**config.mk**
```make
export PLATFORM = sky130hd
export DESIGN_NAME = owc_top
export DESIGN_NICKNAME = d
export VERILOG_FILES = /design/src/verilog/owc_pkg.sv /design/src/verilog/owc_stab_cnt.sv /design/src/verilog/owc_sync2.sv /design/src/verilog/owc_top.sv
export VERILOG_INCLUDE_DIRS = /design/src /design/src/verilog
export SDC_FILE = /design/constraint.sdc
export NUM_CORES = 1
export LEC_CHECK = 0
export BUFFER_PORTS_ARGS = -buffer_cell sky130_fd_sc_hd__buf_2
export CAP_MARGIN = 20
export CORE_UTILIZATION = 59
export CTS_CLUSTER_SIZE = 28
export DETAILED_ROUTE_END_ITERATION = 8
export PLACE_DENSITY_LB_ADDON = 0.3
export SETUP_SLACK_MARGIN = 0.4
export SLEW_MARGIN = 10
export SYNTH_ARGS = -nofsm -noshare
export SYNTH_HDL_FRONTEND = slang
export SYNTH_HIERARCHICAL = 1
export SYNTH_SLANG_ARGS = --single-unit
```
**constraint.sdc**
```tcl
create_clock -name core_clk_i -period 4.8 [get_ports core_clk_i]
set_clock_uncertainty 0.2 [all_clocks]
set_input_delay 0.48 -clock core_clk_i [delete_from_list [all_inputs] [get_ports core_clk_i]]
set_output_delay 0.48 -clock core_clk_i [all_outputs]
set_load 0.02 [all_outputs]
```
**src/verilog/owc_consts.svh**
```systemverilog
`ifndef OWC_CONSTS_SVH
`define OWC_CONSTS_SVH

// Register indices; the byte address on the bus is four times the index.
`define OWC_CTRL_IDX 16'h5061
`define OWC_STAT_IDX 16'h5070

// Control register reset value: internal fast oscillator on, waits longest.
`define OWC_CTRL_RST 8'h04

// Register data width in the low byte lane.
`define OWC_REG_W 8

// Control register field positions.
`define OWC_FCRY_EN_BIT 0
`define OWC_SCRY_EN_BIT 1
`define OWC_IFAST_EN_BIT 2
`define OWC_FCRY_WAIT_LO 4
`define OWC_FCRY_WAIT_HI 5
`define OWC_IFAST_WAIT_LO 6
`define OWC_IFAST_WAIT_HI 7

// Wait field encodings.
`define OWC_WSEL_0 2'h0
`define OWC_WSEL_1 2'h1
`define OWC_WSEL_2 2'h2
`define OWC_WSEL_3 2'h3

// Stabilization counts in cycles of the oscillator being started.
`define OWC_IFAST_WAIT_0 11'h040
`define OWC_IFAST_WAIT_1 11'h020
`define OWC_IFAST_WAIT_2 11'h010
`define OWC_IFAST_WAIT_3 11'h008
`define OWC_FCRY_WAIT_0 11'h400
`define OWC_FCRY_WAIT_1 11'h200
`define OWC_FCRY_WAIT_2 11'h100
`define OWC_FCRY_WAIT_3 11'h080
`define OWC_SCRY_WAIT 11'h100

// Width of the stabilization counters.
`define OWC_CNT_W 11

`endif

```
**src/verilog/owc_pkg.sv**
```systemverilog
package owc_pkg;

   // Oscillator currently driving the system clock, from the select stage.
   typedef enum logic [1:0] {
      OWC_SRC_IFAST,
      OWC_SRC_FCRY,
      OWC_SRC_SCRY
   } owc_src_t;

   // One bit per oscillator.
   typedef struct packed {
      logic scry;
      logic fcry;
      logic ifast;
   } owc_osc_t;

   // Control register layout, bit 7 first.
   typedef struct packed {
      logic [1:0] ifast_wait;
      logic [1:0] fcry_wait;
      logic reserved;
      logic ifast_en;
      logic scry_en;
      logic fcry_en;
   } owc_ctrl_t;

   // Status register layout, bit 7 first.
   typedef struct packed {
      logic [2:0] reserved;
      logic sleep;
      logic [1:0] src;
      logic fcry_rdy;
      logic ifast_rdy;
   } owc_stat_t;

endpackage

```
**src/verilog/owc_stab_cnt.sv**
```systemverilog
`timescale 1ns/10ps
`include "owc_consts.svh"

module owc_stab_cnt #(
   parameter int CNT_W = `OWC_CNT_W
) (
   input wire logic core_clk_i,
   input wire logic reset_n_i,
   input wire logic clk_en_i,
   input wire logic run_i,
   input wire logic osc_lvl_i,
   input wire logic [CNT_W-1:0] target_i,
   output logic ready_o
);

   typedef struct packed {
      logic [CNT_W-1:0] cnt;
      logic prev;
      logic ready;
   } owc_cnt_st_t;

   owc_cnt_st_t st_r;
   owc_cnt_st_t st_nxt;

   // Counts rising edges of the synchronised oscillator level while it runs.
   always_comb begin
      st_nxt = st_r;
      st_nxt.prev = osc_lvl_i;
      if (!run_i) begin
         st_nxt.cnt = '0;
         st_nxt.ready = 1'b0;
      end else if (!st_r.ready && osc_lvl_i && !st_r.prev) begin
         st_nxt.cnt = CNT_W'(st_r.cnt + 1'b1);
         if (st_r.cnt >= CNT_W'(target_i - 1'b1)) begin
            st_nxt.ready = 1'b1;
         end
      end
   end

   always_ff @(posedge core_clk_i or negedge reset_n_i) begin
      if (!reset_n_i) begin
         st_r <= '0;
      end else if (clk_en_i) begin
         st_r <= st_nxt;
      end
   end

   assign ready_o = st_r.ready;

endmodule // owc_stab_cnt

```
**src/verilog/owc_sync2.sv**
```systemverilog
`timescale 1ns/10ps

module owc_sync2 #(
   parameter int W = 3
) (
   input wire logic core_clk_i,
   input wire logic reset_n_i,
   input wire logic clk_en_i,
   input wire logic [W-1:0] async_i,
   output logic [W-1:0] sync_o
);

   typedef struct packed {
      logic [W-1:0] meta;
      logic [W-1:0] sync;
   } owc_sync_st_t;

   owc_sync_st_t st_r;
   owc_sync_st_t st_nxt;

   always_comb begin
      st_nxt = st_r;
      st_nxt.meta = async_i;
      st_nxt.sync = st_r.meta;
   end

   always_ff @(posedge core_clk_i or negedge reset_n_i) begin
      if (!reset_n_i) begin
         st_r <= '0;
      end else if (clk_en_i) begin
         st_r <= st_nxt;
      end
   end

   assign sync_o = st_r.sync;

endmodule // owc_sync2

```
**src/verilog/owc_top.sv**
```systemverilog
// Register access over Wishbone is this design's own decision.
`timescale 1ns/10ps
`include "owc_consts.svh"

module owc_top #(
   parameter int ADR_W = 18
) (
   input wire logic core_clk_i,
   input wire logic reset_n_i,
   input wire logic clk_en_i,
   input wire logic wb_cyc_i,
   input wire logic wb_stb_i,
   input wire logic wb_we_i,
   input wire logic [ADR_W-1:0] wb_adr_i,
   input wire logic [3:0] wb_sel_i,
   input wire logic [31:0] wb_dat_i,
   output logic [31:0] wb_dat_o,
   output logic wb_ack_o,
   input wire logic sleep_i,
   input wire owc_pkg::owc_src_t sys_src_i,
   input wire owc_pkg::owc_osc_t osc_clk_i,
   output owc_pkg::owc_osc_t osc_en_o,
   output owc_pkg::owc_osc_t osc_ready_o
);

   typedef struct packed {
      owc_pkg::owc_ctrl_t ctrl;
      owc_pkg::owc_osc_t en;
      logic ack;
      logic [`OWC_REG_W-1:0] rdata;
   } owc_top_st_t;

   owc_top_st_t st_r;
   owc_top_st_t st_nxt;
   owc_pkg::owc_osc_t osc_lvl;
   owc_pkg::owc_osc_t ready;
   owc_pkg::owc_ctrl_t wr_ctrl;
   owc_pkg::owc_stat_t stat;
   logic [`OWC_CNT_W-1:0] ifast_target;
   logic [`OWC_CNT_W-1:0] fcry_target;
   logic req;
   logic wr_ack;
   logic hit_ctrl;
   logic hit_stat;

   function automatic logic [`OWC_CNT_W-1:0] ifast_wait(
      input logic [1:0] sel
   );
      logic [`OWC_CNT_W-1:0] n;
      unique case (sel)
         `OWC_WSEL_3: n = `OWC_IFAST_WAIT_3;
         `OWC_WSEL_2: n = `OWC_IFAST_WAIT_2;
         `OWC_WSEL_1: n = `OWC_IFAST_WAIT_1;
         `OWC_WSEL_0: n = `OWC_IFAST_WAIT_0;
      endcase
      return n;
   endfunction

   function automatic logic [`OWC_CNT_W-1:0] fcry_wait(
      input logic [1:0] sel
   );
      logic [`OWC_CNT_W-1:0] n;
      unique case (sel)
         `OWC_WSEL_3: n = `OWC_FCRY_WAIT_3;
         `OWC_WSEL_2: n = `OWC_FCRY_WAIT_2;
         `OWC_WSEL_1: n = `OWC_FCRY_WAIT_1;
         `OWC_WSEL_0: n = `OWC_FCRY_WAIT_0;
      endcase
      return n;
   endfunction

   // Oscillator outputs arrive from analog cells, outside this clock domain.
   owc_sync2 #(
      .W(3)
   ) u_sync (
      .core_clk_i(core_clk_i),
      .reset_n_i(reset_n_i),
      .clk_en_i(clk_en_i),
      .async_i(osc_clk_i),
      .sync_o(osc_lvl)
   );

   assign ifast_target = ifast_wait(st_r.ctrl.ifast_wait);
   assign fcry_target = fcry_wait(st_r.ctrl.fcry_wait);

   // Each counter restarts whenever its oscillator stops, so every start
   // waits the full count, including the start after reset release.
   owc_stab_cnt #(
      .CNT_W(`OWC_CNT_W)
   ) u_ifast_cnt (
      .core_clk_i(core_clk_i),
      .reset_n_i(reset_n_i),
      .clk_en_i(clk_en_i),
      .run_i(st_r.en.ifast),
      .osc_lvl_i(osc_lvl.ifast),
      .target_i(ifast_target),
      .ready_o(ready.ifast)
   );

   owc_stab_cnt #(
      .CNT_W(`OWC_CNT_W)
   ) u_fcry_cnt (
      .core_clk_i(core_clk_i),
      .reset_n_i(reset_n_i),
      .clk_en_i(clk_en_i),
      .run_i(st_r.en.fcry),
      .osc_lvl_i(osc_lvl.fcry),
      .target_i(fcry_target),
      .ready_o(ready.fcry)
   );

   owc_stab_cnt #(
      .CNT_W(`OWC_CNT_W)
   ) u_scry_cnt (
      .core_clk_i(core_clk_i),
      .reset_n_i(reset_n_i),
      .clk_en_i(clk_en_i),
      .run_i(st_r.en.scry),
      .osc_lvl_i(osc_lvl.scry),
      .target_i(`OWC_SCRY_WAIT),
      .ready_o(ready.scry)
   );

   assign req = wb_cyc_i && wb_stb_i && !st_r.ack;
   assign wr_ack = wb_cyc_i && wb_stb_i && st_r.ack;
   assign hit_ctrl = (wb_adr_i[ADR_W-1:2] == (ADR_W-2)'(`OWC_CTRL_IDX));
   assign hit_stat = (wb_adr_i[ADR_W-1:2] == (ADR_W-2)'(`OWC_STAT_IDX));

   always_comb begin
      stat = '0;
      stat.sleep = sleep_i;
      stat.src = sys_src_i;
      stat.fcry_rdy = ready.fcry;
      stat.ifast_rdy = ready.ifast;
   end

   // A write cannot clear the enable bit of the oscillator now feeding the system.
   always_comb begin
      wr_ctrl = owc_pkg::owc_ctrl_t'(wb_dat_i[`OWC_REG_W-1:0]);
      wr_ctrl.reserved = 1'b0;
      if (sys_src_i == owc_pkg::OWC_SRC_IFAST) begin
         wr_ctrl.ifast_en = 1'b1;
      end
      if (sys_src_i == owc_pkg::OWC_SRC_FCRY) begin
         wr_ctrl.fcry_en = 1'b1;
      end
      if (sys_src_i == owc_pkg::OWC_SRC_SCRY) begin
         wr_ctrl.scry_en = 1'b1;
      end
   end

   always_comb begin
      st_nxt = st_r;
      st_nxt.ack = req;
      if (req) begin
         st_nxt.rdata = '0;
         if (hit_ctrl) begin
            st_nxt.rdata = st_r.ctrl;
         end else if (hit_stat) begin
            st_nxt.rdata = stat;
         end
      end
      // A write lands at the edge where the master sees ack, while the
      // request and its data still stand.
      if (wr_ack && hit_ctrl && wb_we_i && wb_sel_i[0]) begin
         st_nxt.ctrl = wr_ctrl;
      end
      // SLEEP overrides every enable bit but leaves the bits themselves.
      st_nxt.en.ifast = st_r.ctrl.ifast_en && !sleep_i;
      st_nxt.en.fcry = st_r.ctrl.fcry_en && !sleep_i;
      st_nxt.en.scry = st_r.ctrl.scry_en && !sleep_i;
   end

   always_ff @(posedge core_clk_i or negedge reset_n_i) begin
      if (!reset_n_i) begin
         st_r.ctrl <= `OWC_CTRL_RST;
         st_r.en <= '0;
         st_r.ack <= 1'b0;
         st_r.rdata <= '0;
      end else if (clk_en_i) begin
         st_r <= st_nxt;
      end
   end

   assign wb_dat_o = {24'h000000, st_r.rdata};
   assign wb_ack_o = st_r.ack;
   assign osc_en_o = st_r.en;
   assign osc_ready_o = ready;

endmodule // owc_top
```
* Word level (Yosys, flattened, before mapping)
Cells that the tools add are included. W data, S select, Z words.
Word-level totals: bits of input ports 66, output and inout port bits 39, flip-flop bits (word level) 64, memories 0, bits in latches 0, bits in read-only memories 0, memory bits (writable) 0
Cells by class: eq/ne operators 16, muxes and demuxes 22, $lt $le $gt $ge 3, bitwise logic cells 0, add/sub/neg operators 5, div/mod/pow operators 0, shift operators 0, multipliers 0, reduce and logical (&&, ||, !) cells 34
Operator list (number):
- $pmux W11 S4 | 2
- $mux W11 | 6
- $add A11 B1 Y11 const B | 3
- $eq A16 B15 Y1 const B | 2
- $ge A11 B11 Y1 | 2
- $sub A11 B1 Y11 const B | 2
- $logic_and A1 B1 Y1 | 15
- $mux W1 | 12
- $ne A2 B1 Y1 const B | 6
- $ge A11 B8 Y1 const B | 1
- $eq A2 B2 Y1 const B | 5
- $reduce_and A2 Y1 | 5
- $reduce_and A3 Y1 | 3
- $logic_not A1 Y1 | 8
- $mux W8 | 1
- $eq A2 B1 Y1 const B | 3
- $logic_not A2 Y1 | 3
- $mux W5 | 1

* Logic depth before layout (Yosys ltp)
Gate-level depths: netlist of the first run.
depth in word-level cells 7, gate-level depth with buffers 9, mapped depth without buffers 9

* By module
The synthesis of the first run kept the hierarchy.
Modules (own cells, without submodules):
- owc_stab_cnt | cells each 122, times used 3, seq. area each 325.3 um^2, area each 1071.0 um^2
- owc_top | cells each 115, times used 1, seq. area each 476.7 um^2, area each 1189.9 um^2
- owc_sync2 | cells each 13, times used 1, seq. area each 150.1 um^2, area each 251.5 um^2

* Worst setup path after synthesis of the first run
Ideal clock, no wire load.
path kind flip-flop to flip-flop, start point register st_r[19] (netlist name), end point register u_ifast_cnt.st_r (netlist bit u_ifast_cnt/ready_o), path slack 2.431 ns, path buffers 0, arrival time 2.045 ns, cell stages (with the launch flop) 10, cell sequence dfrtp_1 > and2_1 > nor4_1 > nand2_1 > nor4_1 > xnor2_1 > ha_1 > o21ai_0 > o21ai_0 > o31a_1
RTL lines:
- end signal: assignment | line owc_stab_cnt.sv:44 | st_r <= st_nxt;
- end: declaration | line owc_stab_cnt.sv:22 | owc_cnt_st_t st_r;

==> flow_summary.toml, run 1 <==
[status]
status = "finished, final reports clean"

[yosys]
synth_area_leaders = "dfrtp_1 (34%), ha_1 (10%), buf_4 (5.6%)"
synthArstFlopShare = 1.000
avgSynthCellArea_um2 = 9.422
syn_area_mm2 = 0.004654
synth_top_family_by_area = "simple AND/OR/NAND/NOR gates"
synth_compound_area_frac = 0.1293
synthAdderAreaFrac = 0.1048
synthDominantCellAreaShare = 0.3387
yosysSeqAreaShare = 0.3444
synth_top_area_cell = "dfrtp_1"
yosys_warnings = 6
yosysUniqueCellTypes = 51
synth_edf_count = 0
synthFlopType = "dfrtp_1"
synth-simple-area-share = 0.2258
synth_xor_area_frac = 0.06774
syn_inst = 494
ys_ff_latch = 64
synth_mux_area_frac = 0.04328

[die]
start_util = 0.6055
ios = 105
die_h_um = 90.82
num_rows = 32
die_w_um = 90.82
die-area_mm2 = 0.008248
core_mm2 = 0.007687

[sta]
rsz0062_at_grt = "false"
setup_viol = 0
whs_ns = 0.09351
worst_slew_pin_slew_ns = 0.8320
setup_tns_ns = 0
min_period_over_period = 0.5481
fmax_ghz = 0.3801
period_needed_ns = 2.631
slew_viol_final = 0
hold_viol = 0
max_slew_margin = 0.4375

[routing]
drcViolationCount = 0
via_count = 3771
wl_per_cell_um = 12.52
firstDrtPassIters = 4
routed_wl_um = 8951
vias_per_cell = 5.274
antenna_left = 0
drt_first_iter_violations = 178

[clocking]
numCtsBuffers = 9
htree_levels = 3
clock_latency_ns = 0.35
cts_resized = 0
cts_tree = "done"
cts_sinks = 64
cts.clk_slew.worst_paths_ns = 0.08
root_buffer = "clkbuf_8"
clk_path_buf_depth = 2
postCtsSetupBuffers = 0
ctsHoldBuffers = 0

[worst_setup_path]
critical_path_class = "reg2reg"
endpoint_kind = "register"
worstPathArrival_ns = 2.66
crit_fanout = 6
worst_r2r_path_depth = 9
worstPathRequired_ns = 4.83
cp-start-kind = "register"

[placement]
portBuffers = 50
dp_hpwl_um = 6944
placed_area_mm2 = 0.005085
gp_congestion = 0.8444

[global_routing]
grt.met1_usage = 0.2787
track_usage = 0.2334
grt_overflow = 0
top_usage_layer = "met2"
grt_start_max_net_pins = 65
antenna_found_initial = 0
grt_pass1_vias = 3611
grtUsageMet2 = 0.4091
grt_pass1_wl_um = 15630
grtUsageMet3 = 0.04798

[cells_and_area]
final-seq-area_mm2 = 0.001603
final_layout_size_suffix_gt1_frac = 0.1550
syn_to_final_growth_pct = 13.09
fin_area_mm2 = 0.005264
n_fill_cell = 623
fin_nets = 713
diodes = 0
multi_input_area_mm2 = 0.003033

[power_and_ir_drop]
p_leak_uw = 0.002650
pwr_density_cell_mw_per_mm2 = 221.5
worst_ir_drop_vdd_mv = 0.2009

[worst_hold_path]
hold_class = "in2async"

[flow_run]
drv_cap = 0
[cells in the final DEF, fill, tap and decap left out, types with 13 or more instances in the layout]
cell type and n:
inv_1 17, dfrtp_1 63, buf_2 50, ha_1 39, o21ai_0 16, xor2_1 15, nor2_1 36, a21oi_1 19
nand2_1 37, nand3_1 32, conb_1 100, nand2b_1 13, xnor2_1 21
[critical path, cell delays in order (launching register included)]
cell     delay [ns]
dfrtp_1        0.42
and2_1         0.20
nor4_1         0.35
nand2_1        0.15
nor4_1         0.25
xnor2_1        0.12
ha_1           0.29
o21ai_0        0.15
o21ai_0        0.10
o31a_1         0.28
[logic make-up (layout without fill, tap and decap cells)]
group | Yosys count | after routing
DFF | 64 | 64
AOI/OAI and AO/OA | 87 | 87
xor gates and xnor gates | 36 | 36
and+or+nand+nor | 187 | 187
other | 2 | 100
muxes | 16 | 16
buffers and inverters | 63 | 84
adders and majority gates | 39 | 39
[worst paths after layout]
check | to | startpoint | slack, ns
worst max-delay path | u_ifast_cnt/ready_o | st_r[19] | 2.17
worst max register to register | u_ifast_cnt/ready_o | st_r[19] | 2.17
min in group core_clk_i | u_sync/st_nxt[1] | osc_clk_i[1] | 0.16
max in group asynchronous | u_scry_cnt/st_r[8] | reset_n_i | 3.77
worst min register to register | wb_dat_o[3] | wb_dat_o[3] | 0.29
worst min-delay path | u_ifast_cnt/st_r[12] | reset_n_i | 0.09
[area by class of cell]
type / count / area share
clock buffer: 9 / 0.02353
clock inverter: 7 / 0.01046
inverter: 17 / 0.01212
multi-input combinational: 465 / 0.5762
sequential: 64 / 0.3045
tap: 102 / 0.02425
timing repair buffer: 51 / 0.04897
[cell usage after synthesis (all sizes together) (10+ instances only)]
| cell type | number |
|---|---|
| o21ai | 16 |
| buf | 45 |
| nand2 | 37 |
| dfrtp | 63 |
| a21oi | 19 |
| nand2b | 13 |
| nor2b | 10 |
| nand3 | 32 |
| mux2 | 15 |
| nor2 | 39 |
| inv | 17 |
| ha | 39 |
| xor2 | 15 |
| xnor2 | 21 |
[power by group]
part,leakage (uW),total (uW),switching [uW],internal (uW)
sequential,0.000861,575,18.1,557
clock,0.0000866,419,227,192
combinational,0.00170,172,105,66.8
[flip-flops by register name, indices dropped and copies added (netlist names), 3 cells and up]
register and count:
osc_en_o 3, u_fcry_cnt/st_r 12, st_r 7, u_ifast_cnt/st_r 12, u_sync/st_nxt 3, u_scry_cnt/st_r 12
u_sync/sync_o 3, wb_dat_o 8
[routing by layer]
layer,vias to the layer above,part of all wire
met2,98,0.49
met5,-,0
met3,13,0.043
met1,1781,0.45
li1,1879,-
met4,0,0.013
[through the flow]
step | setup WS [ns] | utilization | power [uW] | cells
final | 2.169 | 0.6847 | 1166 | 715
after global routing | 1.943 | 0.6847 | 1233 | 715
after CTS | 2.176 | 0.6847 | 1171 | 715
after detailed placement | 1.940 | 0.6615 | 753.6 | 699
after global placement | 1.953 | 0.6615 | 745.3 | 699
after floorplan | 2.431 | - | 720.4 | 592
(Power assumes the default switching activity.)
==> inputs of run 2 (changes only) <==
--- a/config.mk
+++ b/config.mk
@@ -8,7 +8,7 @@
 export LEC_CHECK = 0
 export BUFFER_PORTS_ARGS = -buffer_cell sky130_fd_sc_hd__buf_2
 export CAP_MARGIN = 20
-export CORE_UTILIZATION = 59
+export CORE_UTILIZATION = 55
 export CTS_CLUSTER_SIZE = 28
 export DETAILED_ROUTE_END_ITERATION = 8
 export PLACE_DENSITY_LB_ADDON = 0.3
==> constraint.sdc (replaced) <==
create_clock -name core_clk_i -period 2.5 [get_ports core_clk_i]
set_clock_uncertainty 0.2 [all_clocks]
set_input_delay 0.25 -clock core_clk_i [delete_from_list [all_inputs] [get_ports core_clk_i]]
set_output_delay 0.25 -clock core_clk_i [all_outputs]
set_load 0.02 [all_outputs]
==> run 2 against run 1 <==
Against the previous run:
- utilization is 0.78 points higher
- register-to-register slack got worse by 2.0 ns
- largest cell class unchanged
- sequential power grew 91%
- sequential cell count did not move
- worst hold slack lost 0.048 ns
- combinational power increased by 120%
- clock power up 140%
- highest routed layer unchanged
- critical endpoint unchanged
- fmax is 11% higher
==> flow_summary.toml, run 2 (same netlist as run 1, synthesis figures left out) <==
[status]
status = "finished, final reports clean"

[power_and_ir_drop]
pwr_density_cell_mw_per_mm2 = 434.1
worst_ir_drop_vdd_mv = 0.2978
p_leak_uw = 0.002839

[worst_setup_path]
worstPathRequired_ns = 2.54
cp-start-kind = "register"
crit_family = "simple AND/OR/NAND/NOR gates"
slowest_delay_ns = 0.51
path_buf_inv = 1
critical_path_class = "reg2reg"
endpoint_kind = "register"
cp_cell_sequence = "buf_6 > nor2_2 > or4_1 > nor2_1 > xnor2_1 > ha_1 > nand4_1 > a211oi_2 > o31a_1"
crit_fanout = 4
worstPathArrival_ns = 2.41
cpMaxStageDelayCell = "or4_1"

[global_routing]
grt_start_max_net_pins = 30
grt_overflow = 0
grtUsageMet2 = 0.4373
grtUsageMet3 = 0.05259
grt_pass1_vias = 3877
grt.met1_usage = 0.2973
antenna_found_initial = 0
top_usage_layer = "met2"
track_usage = 0.2473
grt_pass1_wl_um = 17090

[clocking]
cts_tree = "done"
cts.clk_slew.worst_paths_ns = 0.08
numCtsBuffers = 9
root_buffer = "clkbuf_8"
clk_path_buf_depth = 2
clock_latency_ns = 0.35
cts_sinks = 64
htree_levels = 3

[placement]
portBuffers = 50
gp_congestion = 0.8379
dpl.cell_count = 717
dp_hpwl_um = 7339

[cells_and_area]
syn_to_final_growth_pct = 22.26
final_layout_size_suffix_gt1_frac = 0.2040
reg_top3 = "u_fcry_cnt/st_r: 12 flops, u_ifast_cnt/st_r: 12 flops, u_scry_cnt/st_r: 12 flops"
mostFrequentLayoutCells = "conb_1 (100), dfrtp_1 (62), buf_2 (50), ha_1 (39), nand2_1 (36)"
final-seq-area_mm2 = 0.001604
finalNonFillerCells = 752
multi_input_area_mm2 = 0.003120
diodes = 0
fin_nets = 747
final_common_cell = "conb_1"
n_fill_cell = 606

[die]
start_util = 0.5665
die_w_um = 93.99
ios = 105
core_mm2 = 0.008217
num_rows = 33
die_h_um = 93.99
die-area_mm2 = 0.008834

[routing]
firstDrtPassIters = 5
routed_wl_um = 9684
drt_first_iter_violations = 133
via_count = 3888
vias_per_cell = 5.170
drcViolationCount = 0
wl_per_cell_um = 12.88
antenna_left = 0

[worst_hold_path]
hold_class = "in2reg"

[sta]
worst_slew_pin_slew_ns = 0.5465
min_period_over_period = 0.9481
period_needed_ns = 2.370
fmax_ghz = 0.4219
setup_viol = 0
max_slew_margin = 0.6329
rsz0062_at_grt = "true"
setup_tns_ns = 0
slew_viol_final = 0
hold_viol = 0

[flow_run]
drv_cap = 0
==> run 2: metal layers <==
metal / wire length (um) / part of all wire
met2: 5104 / 0.53
met3: 288 / 0.030
met1: 4189 / 0.43
met5: 0 / 0
met4: 101 / 0.010
==> run 2: report_power, final <==
group          internal [uW]  total [uW]  switching (uW)  leakage, uW
logic                    158         372             215      0.00187
clock network            587         994             407     0.000106
registers               1070        1100            33.9     0.000860
total                   1810        2470             655      0.00284
==> run 2: worst reg2reg max path: stages (launching register included) <==
cell and delay, ns:
dfrtp_1 0.38, buf_6 0.12, nor2_2 0.04, or4_1 0.51, nor2_1 0.12, xnor2_1 0.09
ha_1 0.30, nand4_1 0.16, a211oi_2 0.05, o31a_1 0.29
==> run 2: metrics by stage <==
stage | utilization | cell area [um^2] | setup WS [ns] | total power [uW] | hold slack, ns
finish | 0.6926 | 5690 | 0.1299 | 2470 | 0.04568
global route | 0.6926 | 5690 | 0.01622 | 2586 | 0.04042
CTS | 0.6916 | 5683 | 0.1392 | 2483 | 0.02758
detailed placement | 0.6367 | 5231 | 0.004053 | 1463 | 0.004544
global placement | 0.6367 | 5231 | 0.09858 | 1447 | 0.001822
floorplan | - | 5052 | 0.2811 | 1384 | -0.2456
==> run 2: timing repair <==
item / 4_1_cts / 5_1_grt
resized for setup: 15 / 3
pin swaps: 15 / 2
setup endpoints to repair: 2 / 3
setup buffers: 6 / 0
hold buffers: 13 / 0
hold endpoints to repair: 27 / 0
==> run 2: worst paths after layout <==
path,slack (ns),endpoint,from,cells past startpoint
max reg2reg,0.13,u_ifast_cnt/ready_o,st_r[18],9
min in group asynchronous,0.16,u_ifast_cnt/ready_o,reset_n_i,2
max in group asynchronous,1.18,st_r[14],reset_n_i,3
max,0.13,u_ifast_cnt/ready_o,st_r[18],9
min,0.05,st_r[13],sys_src_i[1],3
min reg2reg,0.28,wb_dat_o[3],wb_dat_o[3],2
==> run 2: cell type report <==
class	instances	area share
inverters	17	0.01121
flip-flops and latches	64	0.2819
multi-input cells	465	0.5484
repair buffers	85	0.09653
well taps	105	0.02309
clock inverters	5	0.01407
clock buffers	11	0.02485
==> inputs of run 3 (changes only) <==
--- a/config.mk
+++ b/config.mk
@@ -11,7 +11,9 @@
 export CORE_UTILIZATION = 55
 export CTS_CLUSTER_SIZE = 28
 export DETAILED_ROUTE_END_ITERATION = 8
+export GPL_TIMING_DRIVEN = 0
 export PLACE_DENSITY_LB_ADDON = 0.3
+export REMOVE_ABC_BUFFERS = 1
 export SETUP_SLACK_MARGIN = 0.4
 export SLEW_MARGIN = 10
 export SYNTH_ARGS = -nofsm -noshare
==> run 3 against run 2 <==
Against the previous run:
- routed wire length fell by 1.1%
- clock power decreased by 6.0%
- critical endpoint unchanged
- fmax is 2.1% lower
- die area stayed put
- combinational power decreased by 3%
- largest power group unchanged
- design area shrank 2.2%
==> flow_summary.toml, run 3 (same netlist as run 1, synthesis figures left out) <==
[global_routing]
grt.met1_usage = 0.2855
track_usage = 0.2371
grtUsageMet2 = 0.4276
grt_start_max_net_pins = 65
grt_overflow = 0
antenna_found_initial = 0
grt_pass1_wl_um = 16410
top_usage_layer = "met2"
grtUsageMet3 = 0.05340
grt_pass1_vias = 3731

[routing]
drt_first_iter_violations = 126
wl_per_cell_um = 13.05
drcViolationCount = 0
firstDrtPassIters = 4
antenna_left = 0
via_count = 3822
vias_per_cell = 5.207
routed_wl_um = 9577

[power_and_ir_drop]
switching_share = 0.2590
seqPwrFrac = 0.460
p_leak_uw = 0.002770
pwr_density_cell_mw_per_mm2 = 430.8
power.internal_uw = 1777
worst_ir_drop_vdd_mv = 0.3252
power_switching_uw = 621.2
clkPwrFrac = 0.389
finalPower_uw = 2398
p_comb_frac = 0.151

[cells_and_area]
syn_to_final_growth_pct = 19.60
final_common_cell = "conb_1"
fin_nets = 729
final_util = 0.6775
diodes = 0
mostFrequentLayoutCells = "conb_1 (100), dfrtp_1 (63), buf_2 (48), ha_1 (39), nand2_1 (36)"
final_layout_size_suffix_gt1_frac = 0.1860
reg_top3 = "u_fcry_cnt/st_r: 12 flops, u_ifast_cnt/st_r: 12 flops, u_scry_cnt/st_r: 12 flops"

[worst_hold_path]
hold_class = "in2reg"

[sta]
max_slew_margin = 0.4680
setup_viol = 0
worst_slew_pin_slew_ns = 0.7980
whs_ns = 0.01509
slew_viol_final = 0
period_needed_ns = 2.420
hold_viol = 0
worst_slack_ns = 0.08010
min_period_over_period = 0.9680
rsz0062_at_grt = "true"
fmax_ghz = 0.4132

[die]
num_rows = 33
core_mm2 = 0.008217
die_w_um = 93.99
die-area_mm2 = 0.008834
ios = 105
start_util = 0.5665
die_h_um = 93.99

[placement]
dp_hpwl_um = 6958
portBuffers = 50
gp_congestion = 0.8408
place_ws_ns = -0.2626

[clocking]
clock_latency_ns = 0.33
numCtsBuffers = 9
cts.clk_slew.worst_paths_ns = 0.07
cts_sinks = 64
root_buffer = "clkbuf_8"
cts_tree = "done"
htree_levels = 3
clk_path_buf_depth = 2

[worst_setup_path]
crit_path_frequent_cell = "nor4_4"
crit_family = "simple AND/OR/NAND/NOR gates"
worstPathRequired_ns = 2.52
endpoint_kind = "register"
crit_fanout = 5
cp_cell_sequence = "and2_4 > nor4_4 > nand2_2 > nor4_4 > xnor2_1 > ha_1 > o21ai_1 > o21ai_0 > o31a_1"
critical_path_class = "reg2reg"
worstPathArrival_ns = 2.44
slowest_delay_ns = 0.43
cpMaxStageDelayCell = "dfrtp_1"
path_buf_inv = 0
cp-start-kind = "register"

[status]
status = "finished, final reports clean"

[flow_run]
drv_cap = 0
[run 3: changes by cell type in the layout (fill, tap and decap cells not counted), moves of 2 or more]
cell,change
buf_4,-14
o21ai_0,+3
o21ai_1,-3
and4bb_1,-2
and4bb_2,+2
buf_2,-2
clkbuf_1,+2
clkinvlp_4,-2
dlygate4sd3_1,-2
nor2_1,+2
nor2_2,-2
[run 3: area by class of cell]
| class | instances | area (um^2) |
|---|---|---|
| Clock buffer | 12 | 135.1 |
| Clock inverter | 4 | 70.07 |
| Fill cell | 665 | 2650 |
| Inverter | 17 | 63.81 |
| Multi-Input combinational cell | 465 | 3149 |
| Sequential cell | 64 | 1603 |
| Tap cell | 105 | 131.4 |
| Timing Repair Buffer | 67 | 414.1 |
[run 3: layer usage]
layer	vias up	wire length, um
met1	1814	4229
met2	82	4940
met5	-	0
li1	1918	-
met3	8	337
met4	0	70
[run 3: what timing repair did]
| action | CTS | global route |
|---|---|---|
| hold buffers | 11 | 0 |
| setup buffers | 6 | 0 |
| pin swaps | 4 | 2 |
| endpoints found under the hold margin | 73 | 0 |
| gates resized for setup | 15 | 15 |
| setup endpoints to repair | 15 | 5 |
[run 3: power groups by stage]
stage	registers (uW)	clock network, uW	logic (uW)
2_1_floorplan	1120	0	224
3_3_place_gp	1120	0	311
3_5_place_dp	1120	0	324
4_1_cts	1100	955	348
5_1_grt	1110	1000	412
6_report	1100	934	361
[run 3: final timing paths]
| path | startpoint | endpoint | slack [ns] | cells past startpoint |
|---|---|---|---|---|
| min reg2reg | wb_dat_o[3] | wb_dat_o[3] | 0.28 | 2 |
| max reg2reg | st_r[19] | u_ifast_cnt/ready_o | 0.08 | 9 |
| max | st_r[19] | u_ifast_cnt/ready_o | 0.08 | 9 |
| min | wb_adr_i[6] | wb_dat_o[3] | 0.02 | 3 |
| max in group asynchronous | reset_n_i | osc_en_o[1] | 1.23 | 2 |
| min in group asynchronous | reset_n_i | u_ifast_cnt/st_r[2] | 0.34 | 2 |
[run 3: through the flow]
stage,std cells,instance area [um^2],TNS (ns)
finish,734,5567,0
global route,734,5567,-0.08253
CTS,734,5508,0
detailed placement,701,5084,-1.491
global placement,701,5081,-0.7374
floorplan,546,4700,0
[run 3: tightest hold or removal path: stages]
cell and delay, ns:
buf_2 0.13, nand3_1 0.08, o31ai_1 0.06
